`src/rtl/iscr_defines.svh`:
```
`ifndef ISCR_DEFINES_SVH
`define ISCR_DEFINES_SVH

// Register word addresses on the plain register port.
`define ISCR_REG_DATA       2'h0
`define ISCR_REG_ADDR       2'h1
`define ISCR_REG_MODE       2'h2
`define ISCR_REG_STAT       2'h3

// Reset values of the registers.
`define ISCR_DATA_RST       8'h00
`define ISCR_ADDR_RST       8'h00
`define ISCR_MODE_RST       8'hE0
`define ISCR_STAT_RST       8'h81

// Operating mode codes of the three-bit mode field.
`define ISCR_OP_SPI_M4      3'h0
`define ISCR_OP_SPI_M16     3'h1
`define ISCR_OP_SPI_M64     3'h2
`define ISCR_OP_SPI_MSUB    3'h3
`define ISCR_OP_SPI_MTMR    3'h4
`define ISCR_OP_SPI_SLAVE   3'h5
`define ISCR_OP_I2C_SLAVE   3'h6
`define ISCR_OP_NONE        3'h7

// Debounce select codes and their filter lengths in system clocks.
`define ISCR_DEB_OFF        2'h0
`define ISCR_DEB_SEL_SHORT  2'h1
`define ISCR_DEB_SHORT      2
`define ISCR_DEB_LONG       4

// Bits in a byte, and bit counter value at the end of a byte.
`define ISCR_BYTE_BITS      4'h8

`endif

```
`src/rtl/iscr_pkg.sv`:
```
package iscr_pkg;

   // Bus-side states of the slave engine.
   typedef enum logic [3:0] {
      ST_IDLE,
      ST_ADDR,
      ST_ADDR_ACK,
      ST_HOLD,
      ST_RX,
      ST_RX_ACK,
      ST_TX,
      ST_TX_ACK,
      ST_WAIT_STOP
   } iscr_state_t;

   // Conditions seen on the two bus lines in one system clock.
   typedef struct packed {
      logic start;
      logic stop;
      logic rise;
      logic fall;
   } iscr_evt_t;

   // Layout of the unit mode control register.
   typedef struct packed {
      logic [2:0] op;
      logic       rsvd;
      logic [1:0] deb;
      logic       en;
      logic       icf;
   } iscr_mode_t;

   // Layout of the bus status control register.
   typedef struct packed {
      logic transfer_complete_flag;
      logic address_match_flag;
      logic busy;
      logic dir;
      logic transmit_ack_bit;
      logic master_read_write_flag;
      logic wake_en;
      logic receive_ack_flag;
   } iscr_stat_t;

endpackage

```
`src/rtl/iscr_top.sv`:
```
// Local design decisions: the plain strobed port and the register addresses.
`timescale 1ns/10ps
`include "iscr_defines.svh"
// Summary of operation
// - One 8-bit data buffer holds bytes to send and bytes received.
// - Own address sits in bits 7..1; bit 0 is plain read/write storage.
// - Slave is selected when the called 7-bit address equals the own address.
// - Mode field codes select SPI modes, I2C slave (110) or none; reset 111.
// - Debounce select 00 none, 01 two clocks, 1x four clocks on SCL.
// - Enable low releases the pins and idles the unit; enable high operates the unit only in I2C slave mode (110).
// - Enable rising in I2C mode resets status flags, keeps direction and ack bit.
// - Completion flag is 0 during a byte, 1 after it with an event; resets 1.
// - Address match flag shows whether the last calling address matched.
// - Busy flag sets on START and clears on STOP.
// - Direction bit 0 makes the slave receive, 1 makes it transmit.
// - On the ninth clock after a received byte the ack bit is driven on SDA.
// - The master read/write bit is captured into a read-only flag.
// - With wake enable set, an address match raises a wake-up request.
// - Receive ack flag holds SDA sampled on the ninth clock; resets 1.
// - Transmitter keeps sending while acked, else releases SDA for STOP.
// - Mode bit 0 has no I2C role; mode bit 4 reads zero.
// - A matching address is answered with a low ack on the ninth bit.
module iscr_top #(
   parameter int DEB_SHORT = `ISCR_DEB_SHORT,
   parameter int DEB_LONG  = `ISCR_DEB_LONG
) (
   input  wire logic       CLK_IN,
   input  wire logic       RESET_IN,
   input  wire logic       CE_IN,
   input  wire logic [1:0] REG_ADDR_IN,
   input  wire logic [7:0] REG_WDATA_IN,
   input  wire logic       REG_WR_IN,
   input  wire logic       REG_RD_IN,
   output logic      [7:0] REG_RDATA_OUT,
   input  wire logic       SCL_IN,
   output logic            SCL_OUT,
   output logic            SCL_OE_N_OUT,
   input  wire logic       SDA_IN,
   output logic            SDA_OUT,
   output logic            SDA_OE_N_OUT,
   output logic            PIN_FUNC_OUT,
   output logic            XFER_EVENT_OUT,
   output logic            WAKEUP_OUT
);

   // Filter lengths must fit the four-bit debounce counter.
   if (DEB_SHORT < 1 || DEB_LONG < 1 || DEB_SHORT > 15 || DEB_LONG > 15) begin : g_chk
      $error("Debounce lengths must lie between 1 and 15.");
   end

   iscr_pkg::iscr_mode_t  mode_ff;
   iscr_pkg::iscr_stat_t  stat_ff;
   iscr_pkg::iscr_state_t state_ff;
   iscr_pkg::iscr_evt_t   evt;
   logic [7:0] data_ff;
   logic [7:0] own_addr_ff;
   logic [7:0] rdata_ff;
   logic [7:0] shift_ff;
   logic [3:0] bit_cnt_ff;
   logic [3:0] deb_cnt_ff;
   logic [3:0] deb_need;
   logic       scl_s1_ff;
   logic       scl_s2_ff;
   logic       scl_s3_ff;
   logic       sda_s1_ff;
   logic       sda_s2_ff;
   logic       sda_s3_ff;
   logic       scl_lvl_ff;
   logic       sda_lvl_ff;
   logic       scl_filt_ff;
   logic       scl_prev_ff;
   logic       sda_prev_ff;
   logic       sda_drv_ff;
   logic       scl_hold_ff;
   logic       en_prev_ff;
   logic       event_ff;
   logic       wake_ff;
   logic       active;
   logic       en_rise;
   logic       addr_match;
   logic       byte_end;
   logic       byte_done;
   logic       data_wr;
   logic       data_rd;

   // The unit works only when enabled and set to I2C slave mode.
   assign active  = mode_ff.en && (mode_ff.op == `ISCR_OP_I2C_SLAVE);
   assign en_rise = mode_ff.en && !en_prev_ff && (mode_ff.op == `ISCR_OP_I2C_SLAVE);
   assign data_wr = REG_WR_IN && (REG_ADDR_IN == `ISCR_REG_DATA);
   assign data_rd = REG_RD_IN && (REG_ADDR_IN == `ISCR_REG_DATA);

   // Three-stage synchronisers; a level is accepted once stages two and three agree.
   always_ff @(posedge CLK_IN) begin
      if (RESET_IN) begin
         scl_s1_ff  <= 1'b1;
         scl_s2_ff  <= 1'b1;
         scl_s3_ff  <= 1'b1;
         sda_s1_ff  <= 1'b1;
         sda_s2_ff  <= 1'b1;
         sda_s3_ff  <= 1'b1;
         scl_lvl_ff <= 1'b1;
         sda_lvl_ff <= 1'b1;
      end else if (CE_IN) begin
         scl_s1_ff <= SCL_IN;
         scl_s2_ff <= scl_s1_ff;
         scl_s3_ff <= scl_s2_ff;
         sda_s1_ff <= SDA_IN;
         sda_s2_ff <= sda_s1_ff;
         sda_s3_ff <= sda_s2_ff;
         if (scl_s2_ff == scl_s3_ff) begin
            scl_lvl_ff <= scl_s3_ff;
         end
         if (sda_s2_ff == sda_s3_ff) begin
            sda_lvl_ff <= sda_s3_ff;
         end
      end
   end

   // Number of consecutive differing samples needed before SCL is accepted.
   always_comb begin
      case (mode_ff.deb)
         `ISCR_DEB_OFF:       deb_need = 4'h0;
         `ISCR_DEB_SEL_SHORT: deb_need = DEB_SHORT[3:0];
         default:             deb_need = DEB_LONG[3:0];
      endcase
   end

   // SCL debounce filter: a new level must persist for the chosen length.
   always_ff @(posedge CLK_IN) begin
      if (RESET_IN) begin
         scl_filt_ff <= 1'b1;
         deb_cnt_ff  <= 4'h0;
      end else if (CE_IN) begin
         if (scl_lvl_ff == scl_filt_ff) begin
            deb_cnt_ff <= 4'h0;
         end else if (deb_cnt_ff + 4'h1 >= deb_need) begin
            scl_filt_ff <= scl_lvl_ff;
            deb_cnt_ff  <= 4'h0;
         end else begin
            deb_cnt_ff <= deb_cnt_ff + 4'h1;
         end
      end
   end

   // Previous line levels for edge and condition detection.
   always_ff @(posedge CLK_IN) begin
      if (RESET_IN) begin
         scl_prev_ff <= 1'b1;
         sda_prev_ff <= 1'b1;
         en_prev_ff  <= 1'b0;
      end else if (CE_IN) begin
         scl_prev_ff <= scl_filt_ff;
         sda_prev_ff <= sda_lvl_ff;
         en_prev_ff  <= mode_ff.en;
      end
   end

   // Bus conditions; START and STOP need SCL high both raw and filtered.
   always_comb begin
      evt.rise  = active && scl_filt_ff && !scl_prev_ff;
      evt.fall  = active && !scl_filt_ff && scl_prev_ff;
      evt.start = active && scl_filt_ff && scl_lvl_ff && sda_prev_ff && !sda_lvl_ff;
      evt.stop  = active && scl_filt_ff && scl_lvl_ff && !sda_prev_ff && sda_lvl_ff;
   end

   assign addr_match = (shift_ff[7:1] == own_addr_ff[7:1]);
   assign byte_end   = evt.fall && (bit_cnt_ff == `ISCR_BYTE_BITS) && !evt.start && !evt.stop;
   assign byte_done  = byte_end && ((state_ff == iscr_pkg::ST_ADDR && addr_match) ||
                                    state_ff == iscr_pkg::ST_RX || state_ff == iscr_pkg::ST_TX);

   // Slave engine: address phase, byte shifting, acknowledges and clock holding.
   always_ff @(posedge CLK_IN) begin
      if (RESET_IN || (CE_IN && !active)) begin
         state_ff    <= iscr_pkg::ST_IDLE;
         bit_cnt_ff  <= 4'h0;
         shift_ff    <= 8'h00;
         sda_drv_ff  <= 1'b0;
         scl_hold_ff <= 1'b0;
      end else if (CE_IN) begin
         if (evt.stop) begin
            state_ff    <= iscr_pkg::ST_IDLE;
            sda_drv_ff  <= 1'b0;
            scl_hold_ff <= 1'b0;
         end else if (evt.start) begin
            state_ff    <= iscr_pkg::ST_ADDR;
            bit_cnt_ff  <= 4'h0;
            sda_drv_ff  <= 1'b0;
            scl_hold_ff <= 1'b0;
         end else begin
            case (state_ff)
               iscr_pkg::ST_ADDR: begin
                  if (evt.rise) begin
                     shift_ff   <= {shift_ff[6:0], sda_lvl_ff};
                     bit_cnt_ff <= bit_cnt_ff + 4'h1;
                  end else if (byte_end && addr_match) begin
                     state_ff   <= iscr_pkg::ST_ADDR_ACK;
                     sda_drv_ff <= 1'b1;
                  end else if (byte_end) begin
                     state_ff <= iscr_pkg::ST_WAIT_STOP;
                  end
               end
               iscr_pkg::ST_ADDR_ACK: begin
                  if (evt.fall) begin
                     sda_drv_ff  <= 1'b0;
                     scl_hold_ff <= 1'b1;
                     state_ff    <= iscr_pkg::ST_HOLD;
                  end
               end
               iscr_pkg::ST_HOLD: begin
                  if (stat_ff.dir && data_wr) begin
                     shift_ff    <= REG_WDATA_IN;
                     sda_drv_ff  <= !REG_WDATA_IN[7];
                     bit_cnt_ff  <= 4'h0;
                     scl_hold_ff <= 1'b0;
                     state_ff    <= iscr_pkg::ST_TX;
                  end else if (!stat_ff.dir && data_rd) begin
                     bit_cnt_ff  <= 4'h0;
                     scl_hold_ff <= 1'b0;
                     state_ff    <= iscr_pkg::ST_RX;
                  end
               end
               iscr_pkg::ST_RX: begin
                  if (evt.rise) begin
                     shift_ff   <= {shift_ff[6:0], sda_lvl_ff};
                     bit_cnt_ff <= bit_cnt_ff + 4'h1;
                  end else if (byte_end) begin
                     sda_drv_ff <= !stat_ff.transmit_ack_bit;
                     state_ff   <= iscr_pkg::ST_RX_ACK;
                  end
               end
               iscr_pkg::ST_RX_ACK: begin
                  if (evt.fall) begin
                     sda_drv_ff  <= 1'b0;
                     scl_hold_ff <= 1'b1;
                     state_ff    <= iscr_pkg::ST_HOLD;
                  end
               end
               iscr_pkg::ST_TX: begin
                  if (evt.rise) begin
                     bit_cnt_ff <= bit_cnt_ff + 4'h1;
                  end else if (byte_end) begin
                     sda_drv_ff <= 1'b0;
                     state_ff   <= iscr_pkg::ST_TX_ACK;
                  end else if (evt.fall) begin
                     shift_ff   <= {shift_ff[6:0], 1'b0};
                     sda_drv_ff <= !shift_ff[6];
                  end
               end
               iscr_pkg::ST_TX_ACK: begin
                  if (evt.fall && !stat_ff.receive_ack_flag) begin
                     scl_hold_ff <= 1'b1;
                     state_ff    <= iscr_pkg::ST_HOLD;
                  end else if (evt.fall) begin
                     state_ff <= iscr_pkg::ST_WAIT_STOP;
                  end
               end
               iscr_pkg::ST_WAIT_STOP: begin
                  sda_drv_ff <= 1'b0;
               end
               default: begin
                  state_ff <= iscr_pkg::ST_IDLE;
               end
            endcase
         end
      end
   end

   // Status flags; software writes reach only dir, ack bit and wake enable, which no hardware event changes.
   always_ff @(posedge CLK_IN) begin
      if (RESET_IN) begin
         stat_ff <= `ISCR_STAT_RST;
      end else if (CE_IN) begin
         // Software bits take a write even in the cycle of an enable rise.
         if (REG_WR_IN && REG_ADDR_IN == `ISCR_REG_STAT) begin
            stat_ff.dir     <= REG_WDATA_IN[4];
            stat_ff.transmit_ack_bit    <= REG_WDATA_IN[3];
            stat_ff.wake_en <= REG_WDATA_IN[1];
         end
         if (en_rise) begin
            stat_ff.transfer_complete_flag  <= 1'b1;
            stat_ff.address_match_flag <= 1'b0;
            stat_ff.busy <= 1'b0;
            stat_ff.master_read_write_flag  <= 1'b0;
            stat_ff.receive_ack_flag <= 1'b1;
         end else begin
            if (evt.start) begin
               stat_ff.busy <= 1'b1;
            end else if (evt.stop) begin
               stat_ff.busy <= 1'b0;
            end
            if (byte_done) begin
               stat_ff.transfer_complete_flag <= 1'b1;
            end else if (evt.start || (state_ff == iscr_pkg::ST_HOLD &&
                         ((stat_ff.dir && data_wr) || (!stat_ff.dir && data_rd)))) begin
               stat_ff.transfer_complete_flag <= 1'b0;
            end
            if (byte_end && state_ff == iscr_pkg::ST_ADDR) begin
               stat_ff.address_match_flag <= addr_match;
               if (addr_match) begin
                  stat_ff.master_read_write_flag <= shift_ff[0];
               end
            end
            if (state_ff == iscr_pkg::ST_TX_ACK && evt.rise) begin
               stat_ff.receive_ack_flag <= sda_lvl_ff;
            end
         end
      end
   end

   // Configuration registers and the shared data buffer.
   always_ff @(posedge CLK_IN) begin
      if (RESET_IN) begin
         mode_ff     <= `ISCR_MODE_RST;
         own_addr_ff <= `ISCR_ADDR_RST;
         data_ff     <= `ISCR_DATA_RST;
      end else if (CE_IN) begin
         if (REG_WR_IN && REG_ADDR_IN == `ISCR_REG_MODE) begin
            mode_ff      <= REG_WDATA_IN;
            mode_ff.rsvd <= 1'b0;
         end
         if (REG_WR_IN && REG_ADDR_IN == `ISCR_REG_ADDR) begin
            own_addr_ff <= REG_WDATA_IN;
         end
         if (byte_done && state_ff == iscr_pkg::ST_RX) begin
            data_ff <= shift_ff;
         end else if (data_wr) begin
            data_ff <= REG_WDATA_IN;
         end
      end
   end

   // Read data, valid in the cycle after the read strobe.
   always_ff @(posedge CLK_IN) begin
      if (RESET_IN) begin
         rdata_ff <= 8'h00;
      end else if (CE_IN && REG_RD_IN) begin
         case (REG_ADDR_IN)
            `ISCR_REG_DATA: rdata_ff <= data_ff;
            `ISCR_REG_ADDR: rdata_ff <= own_addr_ff;
            `ISCR_REG_MODE: rdata_ff <= mode_ff;
            default:        rdata_ff <= stat_ff;
         endcase
      end
   end

   // Byte-complete event and address-match wake-up request pulses.
   always_ff @(posedge CLK_IN) begin
      if (RESET_IN) begin
         event_ff <= 1'b0;
         wake_ff  <= 1'b0;
      end else if (CE_IN) begin
         event_ff <= byte_done;
         wake_ff  <= byte_done && state_ff == iscr_pkg::ST_ADDR && stat_ff.wake_en;
      end
   end

   assign REG_RDATA_OUT  = rdata_ff;
   assign SCL_OUT        = 1'b0;
   assign SDA_OUT        = 1'b0;
   assign SCL_OE_N_OUT   = !scl_hold_ff;
   assign SDA_OE_N_OUT   = !sda_drv_ff;
   assign PIN_FUNC_OUT   = active;
   assign XFER_EVENT_OUT = event_ff;
   assign WAKEUP_OUT     = wake_ff;
endmodule

```
`config.mk`:
```
export PLATFORM = sky130hd
export DESIGN_NAME = iscr_top
export DESIGN_NICKNAME = d
export VERILOG_FILES = /design/src/rtl/iscr_pkg.sv /design/src/rtl/iscr_top.sv
export VERILOG_INCLUDE_DIRS = /design/src /design/src/rtl
export SDC_FILE = /design/constraint.sdc
export NUM_CORES = 1
export LEC_CHECK = 0
export ABC_AREA = 1
export ABC_CLOCK_PERIOD_IN_PS = 2000
export BUFFER_PORTS_ARGS = -buffer_cell sky130_fd_sc_hd__buf_2
export CORE_ASPECT_RATIO = 1.75
export CORE_MARGIN = 2
export CORE_UTILIZATION = 45
export CTS_CLUSTER_SIZE = 24
export DETAILED_ROUTE_END_ITERATION = 8
export HOLD_SLACK_MARGIN = 0.05
export PLACE_DENSITY = 0.6
export SLEW_MARGIN = 25
export SYNTH_ARGS = -nofsm -noshare
export SYNTH_HDL_FRONTEND = slang
export SYNTH_SLANG_ARGS = --single-unit
```
`constraint.sdc`:
```
create_clock -name CLK_IN -period 2 [get_ports CLK_IN]
set_input_delay 0.1 -clock CLK_IN [delete_from_list [all_inputs] [get_ports CLK_IN]]
set_output_delay 0.1 -clock CLK_IN [all_outputs]
set_load 0.01 [all_outputs]
```
==> flow_summary.toml, run 1 <==
[status]
status = "finished, final reports clean"

[yosys]
netlist.area_leader.share = 0.3783
synth_common_cells = "135 x nand2_1, 75 x dfxtp_1, 62 x inv_1, 54 x o21ai_0, 52 x nor2_1"
yosysTopAreaCell = "dfxtp_1"
syn-cell-area_um2 = 3969
yosysUniqueCellTypes = 44
syn_area_per_cell_um2 = 6.843
synth_area_leaders = "dfxtp_1 38%, nand2_1 13%, o21ai_0 6.8%"
ys.flop_type = "dfxtp_1"
yosys_warnings = 0
async_flop_share = 0
ys_seq_area_frac = 0.3783
synth.most_common_cell = "nand2_1"
synth_seq_cells = 75
synth_edf_count = 0
syn_inst = 580

[final_layout]
finalNonFillerCells = 742
diodes = 0
design_area_um2 = 4639
layout-drive-gt1-share = 0.1456
area_growth_pct = 16.90
fin_util = 0.5386
fin_nets = 642

[cts]
clock_latency_ns = 0.34
cts_tree = "yes"
cts_root_buffer = "clkbuf_16"
clkTransAtPathRegs_ns = 0.06
clk_path_buf_depth = 2
htreeDepth = 3
post_cts_buffers = 0
numCtsBuffers = 9
cts.sinks = 75

[floorplanning]
core_area_um2 = 8615
start_util = 0.4607
fp.dieArea_um2 = 9616
io_pins = 32
die_h_um = 128.2
die_w_um = 74.99
row_count = 45

[worst_setup_path]
endpoint_kind = "flip-flop"
critPathArrivalTime_ns = 2.11
critPathMaxStageDelay_ns = 0.34
cp_top_family = "adder cells"
r2r-start = "deb_cnt_ff[0]"
worst-path-buf-inv = 1
path_class = "reg2reg"
cp.required_ns = 2.24
startpoint_type = "flip-flop"
reg2reg_depth = 9
r2r-end = "deb_cnt_ff[1]"
crit_fanout = 5
cp_slowest_cell = "dfxtp_2"
cp_cell_sequence = "ha_1 -> xnor2_2 -> inv_1 -> ha_1 -> a21oi_2 -> nand2_1 -> nor2_1 -> nand2_1 -> o31ai_1"
reg2reg_slack_ns = 0.14
cp_num_cells = 9

[detailed_routing]
routed_wl_um = 11870
drc_errors = 0
wl_per_cell_um = 16.00
drtPass1Iterations = 6
via_count = 4022
drtIter0Drc = 404
vias_per_cell = 5.420
antenna_left = 0

[global_route]
grtUsageTotal = 0.2580
antenna_found_initial = 0
overflow = 0
grt_pass1_wl_um = 18420
grt_max_degree = 34
grt_pass1_vias = 3757

[power_and_ir_drop]
p_total_mw = 3.679
ir_drop_v = 0.0005825
p_per_area_nw_per_um2 = 793.0
cellLeakagePower_nw = 2.109

[place]
dp.cells = 717
dp_slack_ns = 0.1087
routabilityCongestion = 0.9417
place_area_um2 = 4235
port_buffers = 29
dp_hpwl_um = 8948

[sta]
final_max_slew_viol_count = 0
period_needed_ns = 1.864
finClkSkew_ns = 0.004549
setup_ws_ns = 0.1364
fmax_mhz = 536.6
rsz0062_at_grt = "yes"
finalSetupTns_ns = 0
holdWs_ns = 0.06339
setup_viol = 0
post-route-period-util = 0.9318
final_hold_viol_count = 0

[worst_hold_path]
whs_endpoint = "own_addr_ff[7]"
hold_start = "REG_WDATA_IN[7]"
hold_path_class = "in2reg"
hold_depth = 3

[job]
cap_viol_max_count = 0
==> registers in the layout (all words and copies together), names as in the netlist, 4 cells and up <==
signal,cells
stat_ff,8
mode_ff,7
REG_RDATA_OUT,8
shift_ff,8
bit_cnt_ff,4
own_addr_ff,8
deb_cnt_ff,4
state_ff,4
data_ff,8
==> layout make-up <==
type,count,area (um^2)
fill,877,3975
multi-input combinational,414,2106
sequential,75,1503
timing repair buffer,49,317.8
inverter,71,267.8
clock buffer,9,225.2
tap,117,146.4
clock inverter,7,73.82
==> logic make-up (layout without fill, tap and decap cells) <==
group                    after synthesis  count (layout)  synth area share
AND/OR/NAND/NOR                      259             259            0.2891
AO/OA/AOI/OAI                        140             140            0.2021
buffers and inverters                 92             136           0.09552
flip-flops                            75              75            0.3783
XOR/XNOR                               7               7           0.01545
adder cells (fa/ha/maj)                5               5           0.01576
other                                  1               2         0.0009449
multiplexers                           1               1          0.002837
==> worst max-delay path by stage <==
stage	to	startpoint	slack, ns
finish	deb_cnt_ff[1]	deb_cnt_ff[0]	0.14
floorplan	deb_cnt_ff[2]	deb_cnt_ff[0]	0.29
global placement	deb_cnt_ff[2]	deb_cnt_ff[0]	0.23
detailed placement	deb_cnt_ff[1]	deb_cnt_ff[0]	0.11
CTS	deb_cnt_ff[1]	deb_cnt_ff[0]	0.1
global route	deb_cnt_ff[2]	deb_cnt_ff[0]	-0.03
==> tightest hold or removal path, cell delays in order <==
cell and delay (ns):
buf_2 0.15, inv_1 0.06, a21oi_1 0.05
==> timing repair <==
action,4_1_cts,5_1_grt
hold buffers,9,0
endpoints found under the setup margin,0,5
gates resized for setup,0,4
hold endpoints to repair,9,0
==> layer usage <==
metal  track usage  wire length, um  up-vias
li1              -                -     2001
met1        0.2742             4475     1855
met2        0.4536             6218      126
met3       0.03852              449       40
met4        0.1649              728        0
met5             0                0        -
==> placed cells by master (no fill, tap or decap), types with 2 or more instances in the layout <==
cell / count
a221oi_1: 6
clkinv_2: 3
a21oi_2: 2
nand2_2: 5
xor2_1: 5
nand2_1: 135
nand4_1: 5
nand3_2: 3
buf_2: 29
inv_1: 62
nor2_1: 51
o21ai_0: 54
o21ai_1: 8
conb_1: 2
nor2_2: 4
dlygate4sd3_1: 9
nor2_4: 4
inv_2: 6
nand3_1: 45
buf_4: 11
clkinv_1: 2
clkbuf_16: 9
o211ai_1: 4
dfxtp_1: 74
a31oi_1: 12
ha_1: 5
a21oi_1: 41
o22ai_1: 3
o21ai_2: 2
inv_6: 2
o31ai_1: 3
==> power breakdown <==
part / switching [mW] / internal [mW] / total (mW)
Sequential: 0.0425 / 1.55 / 1.59
Combinational: 0.293 / 0.150 / 0.443
Clock: 0.675 / 0.972 / 1.65
(Power assumes the default switching activity.)
==> run 2, diff against run 1 <==
--- a/config.mk
+++ b/config.mk
@@ -8,14 +8,14 @@
 export LEC_CHECK = 0
 export ABC_AREA = 1
 export ABC_CLOCK_PERIOD_IN_PS = 2000
-export BUFFER_PORTS_ARGS = -buffer_cell sky130_fd_sc_hd__buf_2
 export CORE_ASPECT_RATIO = 1.75
 export CORE_MARGIN = 2
 export CORE_UTILIZATION = 45
 export CTS_CLUSTER_SIZE = 24
 export DETAILED_ROUTE_END_ITERATION = 8
-export HOLD_SLACK_MARGIN = 0.05
-export PLACE_DENSITY = 0.6
+export DONT_BUFFER_PORTS = 1
+export HOLD_SLACK_MARGIN = 0.03
+export PLACE_DENSITY = 0.57
 export SLEW_MARGIN = 25
 export SYNTH_ARGS = -nofsm -noshare
 export SYNTH_HDL_FRONTEND = slang
==> flow_summary.toml, run 2 (synthesis results as in run 1) <==
[final_layout]
layout_commonest_cell = "nand2_1"
area_growth_pct = 15.20
fin_nets = 616
diodes = 0
final_cell_mix = "135 x nand2_1, 75 x dfxtp_1, 62 x inv_1"
layout-drive-gt1-share = 0.1002
fin_util = 0.5307

[status]
status = "finished, final reports clean"

[cts]
cts.sinks = 75
clk_path_buf_depth = 2
htreeDepth = 3
clkTransAtPathRegs_ns = 0.06
numCtsBuffers = 9
clock_latency_ns = 0.34
cts_tree = "yes"
cts_root_buffer = "clkbuf_16"

[worst_hold_path]
hold_start = "REG_WDATA_IN[3]"
hold_depth = 2
whs_endpoint = "stat_ff[3]"
hold_path_class = "in2reg"

[worst_setup_path]
cp.required_ns = 2.24
cp_top_family = "compound AO/OA/AOI/OAI gates"
startpoint_type = "flip-flop"
crit_fanout = 7
r2r-end = "scl_hold_ff"
critical_path.most_common_cell = "nand2_1"
critPathMaxStageDelay_ns = 0.50
worst-path-buf-inv = 1
endpoint_kind = "flip-flop"
reg2reg_depth = 9
cp_slowest_cell = "o21ai_0"
r2r-start = "mode_ff[6]"
reg2reg_slack_ns = 0.14
path_class = "reg2reg"
cp_cell_sequence = "inv_1 -> nor2_2 -> nand3_4 -> o21ai_0 -> nand3_1 -> a21oi_1 -> nand2_1 -> nand2_1 -> nor2_1"
critPathArrivalTime_ns = 2.10

[detailed_routing]
vias_per_cell = 5.385
wl_per_cell_um = 16.86
drc_errors = 0
drtPass1Iterations = 5
via_count = 3856
routed_wl_um = 12070
antenna_left = 0
drtIter0Drc = 305

[place]
routabilityCongestion = 0.9664
port_buffers = 0
dp_slack_ns = 0.03745
dp_hpwl_um = 8875

[power_and_ir_drop]
ir_drop_v = 0.0005193
combPwrFrac = 0.109
switching_share = 0.2651
internal_power_mw = 2.783
switchingPower_mw = 1.004
p_total_mw = 3.787
cellLeakagePower_nw = 2.001
p_clk_frac = 0.470
seq_power_share = 0.421
p_per_area_nw_per_um2 = 828.3

[global_route]
antenna_found_initial = 0
grt_max_degree = 55
grt_pass1_vias = 3692
overflow = 0
grt_pass1_wl_um = 18640
grtUsageTotal = 0.2649

[sta]
finalSetupTns_ns = 0
period_needed_ns = 1.865
setup_viol = 0
holdWs_ns = 0.03459
setup_ws_ns = 0.1351
post-route-period-util = 0.9325
final_hold_viol_count = 0
slew_headroom = 0.4931
fmax_mhz = 536.2
rsz0062_at_grt = "no"
finClkSkew_ns = 0.006918
final_max_slew_viol_count = 0
tightest_slew_ns = 0.7579

[floorplanning]
die_h_um = 128.2
die_w_um = 74.99
row_count = 45
fp.dieArea_um2 = 9616
core_area_um2 = 8615
start_util = 0.4607
io_pins = 32

[job]
cap_viol_max_count = 0
-- run 2: cell types whose count changed in the layout (fill, tap and decap cells not counted), moves of 2 or more --
cell / before / now
buf_2: 29 / 0
buf_4: 11 / 8
clkinv_2: 3 / 1
clkinvlp_4: 1 / 3
dlygate4sd3_1: 9 / 14
-- run 2: routing by layer --
layer	vias up	GRT usage	part of all wire
li1	1944	-	-
met1	1772	0.2752	0.38
met2	103	0.4752	0.52
met3	37	0.04245	0.039
met4	0	0.1597	0.058
met5	-	0	0
-- run 2: area by class of cell --
class,instances,area (um^2)
fill,909,4043
multi-input combinational,414,2111
sequential,75,1501
inverter,71,267.8
clock buffer,9,225.2
timing repair buffer,23,220.2
tap,117,146.4
clock inverter,7,100.1
-- run 2: repair_timing --
| item | 4_1_cts | 5_1_grt |
|---|---|---|
| hold endpoints to repair | 43 | 0 |
| hold buffers | 14 | 0 |
| buffers inserted | 0 | 2 |
| endpoints found under the setup margin | 0 | 4 |
| gates resized for setup | 0 | 5 |
-- run 2: power groups by stage --
stage	Combinational, mW	Sequential, mW	Clock [mW]
3_3_place_gp	0.367	1.63	0
3_5_place_dp	0.369	1.63	0
2_1_floorplan	0.297	1.61	0
4_1_cts	0.406	1.60	1.81
6_report	0.412	1.60	1.78
5_1_grt	0.463	1.60	1.86
-- run 2: worst max path at each step --
stage                  startpoint             to  slack [ns]  cells past startpoint
floorplan           deb_cnt_ff[0]  deb_cnt_ff[2]        0.29                      9
global placement      state_ff[2]    shift_ff[4]        0.22                      9
detailed placement  deb_cnt_ff[0]  deb_cnt_ff[1]        0.04                      9
CTS                 deb_cnt_ff[0]  deb_cnt_ff[1]        0.05                      9
global route           mode_ff[6]    shift_ff[4]        0.02                      9
finish                 mode_ff[6]    scl_hold_ff        0.14                      9
-- run 2: metrics by stage --
step                instances  area, um^2
finish                    716        4572
global route              716        4572
CTS                       714        4526
detailed placement        684        4060
global placement          684        4060
floorplan                 581        3973
==> run 3, diff against run 2 <==
--- a/config.mk
+++ b/config.mk
@@ -10,12 +10,12 @@
 export ABC_CLOCK_PERIOD_IN_PS = 2000
 export CORE_ASPECT_RATIO = 1.75
 export CORE_MARGIN = 2
-export CORE_UTILIZATION = 45
+export CORE_UTILIZATION = 42
 export CTS_CLUSTER_SIZE = 24
 export DETAILED_ROUTE_END_ITERATION = 8
 export DONT_BUFFER_PORTS = 1
 export HOLD_SLACK_MARGIN = 0.03
-export PLACE_DENSITY = 0.57
+export PLACE_DENSITY = 0.53
 export SLEW_MARGIN = 25
 export SYNTH_ARGS = -nofsm -noshare
 export SYNTH_HDL_FRONTEND = slang
==> flow_summary.toml, run 3 (synthesis results as in run 1) <==
[sta]
tightest_slew_ns = 0.7085
holdWs_ns = 0.03411
setup_viol = 0
finClkSkew_ns = 0.006830
final_hold_viol_count = 0
rsz0062_at_grt = "no"
fmax_mhz = 529.4
finalSetupTns_ns = 0
post-route-period-util = 0.9445
period_needed_ns = 1.889
final_max_slew_viol_count = 0
slew_headroom = 0.5261

[worst_setup_path]
r2r-start = "deb_cnt_ff[0]"
crit_fanout = 5
reg2reg_slack_ns = 0.11
critPathArrivalTime_ns = 2.13
r2r-end = "deb_cnt_ff[2]"
path_class = "reg2reg"
reg2reg_depth = 9
endpoint_kind = "flip-flop"
cp-endpoint = "deb_cnt_ff[2]"
cp.required_ns = 2.24
critPathMaxStageDelay_ns = 0.34
cp_cell_sequence = "ha_1 -> xnor2_2 -> inv_1 -> ha_1 -> a21oi_2 -> nand2_1 -> nor2_1 -> nand2_1 -> o31ai_1"
critPathLaunch = "deb_cnt_ff[0]"
startpoint_type = "flip-flop"
cp_slowest_cell = "dfxtp_2"

[global_route]
grt_pass1_wl_um = 19250
grt_pass1_vias = 3620
antenna_found_initial = 0
grt_max_degree = 43
grtUsageTotal = 0.2466
overflow = 0

[cts]
clk_path_buf_depth = 2
cts_root_buffer = "clkbuf_16"
clkTransAtPathRegs_ns = 0.06
numCtsBuffers = 9
htreeDepth = 3
clock_latency_ns = 0.34
cts.sinks = 75
cts_tree = "yes"

[power_and_ir_drop]
cellLeakagePower_nw = 2.025
switching_share = 0.2683
p_clk_frac = 0.446
switchingPower_mw = 0.9732
seq_power_share = 0.440
p_total_mw = 3.627
internal_power_mw = 2.654
ir_drop_v = 0.0004606
combPwrFrac = 0.114
p_per_area_nw_per_um2 = 793.6

[worst_hold_path]
hold_path_class = "in2reg"

[place]
dp_hpwl_um = 9066
routabilityCongestion = 0.9457
port_buffers = 0

[floorplanning]
start_util = 0.4245
die_w_um = 77.48
row_count = 47
io_pins = 32
fp.dieArea_um2 = 10270
die_h_um = 132.6
core_area_um2 = 9350

[final_layout]
fillCellCount = 981
final_cell_mix = "135 x nand2_1, 74 x dfxtp_1, 62 x inv_1"
layout-drive-gt1-share = 0.1074
fin_nets = 622
layout_commonest_cell = "nand2_1"
area_growth_pct = 15.16
diodes = 0

[detailed_routing]
vias_per_cell = 5.312
drtIter0Drc = 202
drc_errors = 0
antenna_left = 0
routed_wl_um = 12290
drtPass1Iterations = 5
wl_per_cell_um = 16.91
via_count = 3862

[job]
cap_viol_max_count = 0

[status]
status = "finished, final reports clean"
==> run 3: final cells by class <==
type	instances	area, um^2	area share
well taps	122	152.6	0.03340
clock inverters	6	65.06	0.01423
inverters	71	267.8	0.05858
flip-flops and latches	75	1503	0.3288
multi-input cells	414	2103	0.4602
clock buffers	10	229.0	0.05010
repair buffers	29	250.2	0.05475
==> run 3: stage by stage <==
step	setup WS [ns]	std cells	area (um^2)	utilization
2_1_floorplan	0.2925	581	3973	-
3_3_place_gp	0.2156	693	4096	0.4381
3_5_place_dp	0.06672	693	4096	0.4381
4_1_cts	0.04683	722	4521	0.4835
5_1_grt	0.007548	727	4571	0.4888
6_report	0.1110	727	4571	0.4888
==> run 3: critical path: cells and delay by family (launching register included) <==
kind	cells	cell delay (ns)
flip-flops	1	0.34
adder cells (fa/ha/maj)	2	0.56
XOR/XNOR	1	0.16
AND/OR/NAND/NOR	3	0.28
AO/OA/AOI/OAI	2	0.39
buffers and inverters	1	0.06
==> run 3: how the worst min path moves through the flow <==
stage	from	endpoint	slack, ns	depth (start not counted)
final	REG_WDATA_IN[5]	own_addr_ff[5]	0.03	2
after global routing	REG_WDATA_IN[2]	mode_ff[2]	0.03	2
after CTS	REG_WDATA_IN[3]	own_addr_ff[3]	0.03	2
after detailed placement	RESET_IN	stat_ff[2]	0.17	1
after global placement	RESET_IN	stat_ff[6]	0.17	1
after floorplan	REG_WDATA_IN[7]	mode_ff[7]	0.23	2
==> run 3: routing by layer <==
layer  up-vias  GRT usage  wire (um)
met2        81     0.4556       6726
met5         -          0          0
li1       1954          -          -
met3        25    0.04434        339
met1      1802     0.2640       4679
met4         0     0.1200        546
==> run 3: power by group through the flow <==
stage / Combinational, mW / Clock (mW) / Sequential (mW)
finish: 0.415 / 1.62 / 1.60
global route: 0.467 / 1.71 / 1.60
CTS: 0.409 / 1.66 / 1.60
detailed placement: 0.376 / 0 / 1.63
global placement: 0.374 / 0 / 1.63
floorplan: 0.297 / 0 / 1.61
==> run 3: repair_timing <==
item / CTS / global route
endpoints found under the setup margin: 0 / 3
hold buffers: 13 / 0
setup buffers: 0 / 5
hold endpoints to repair: 35 / 0
gates resized for setup: 0 / 3
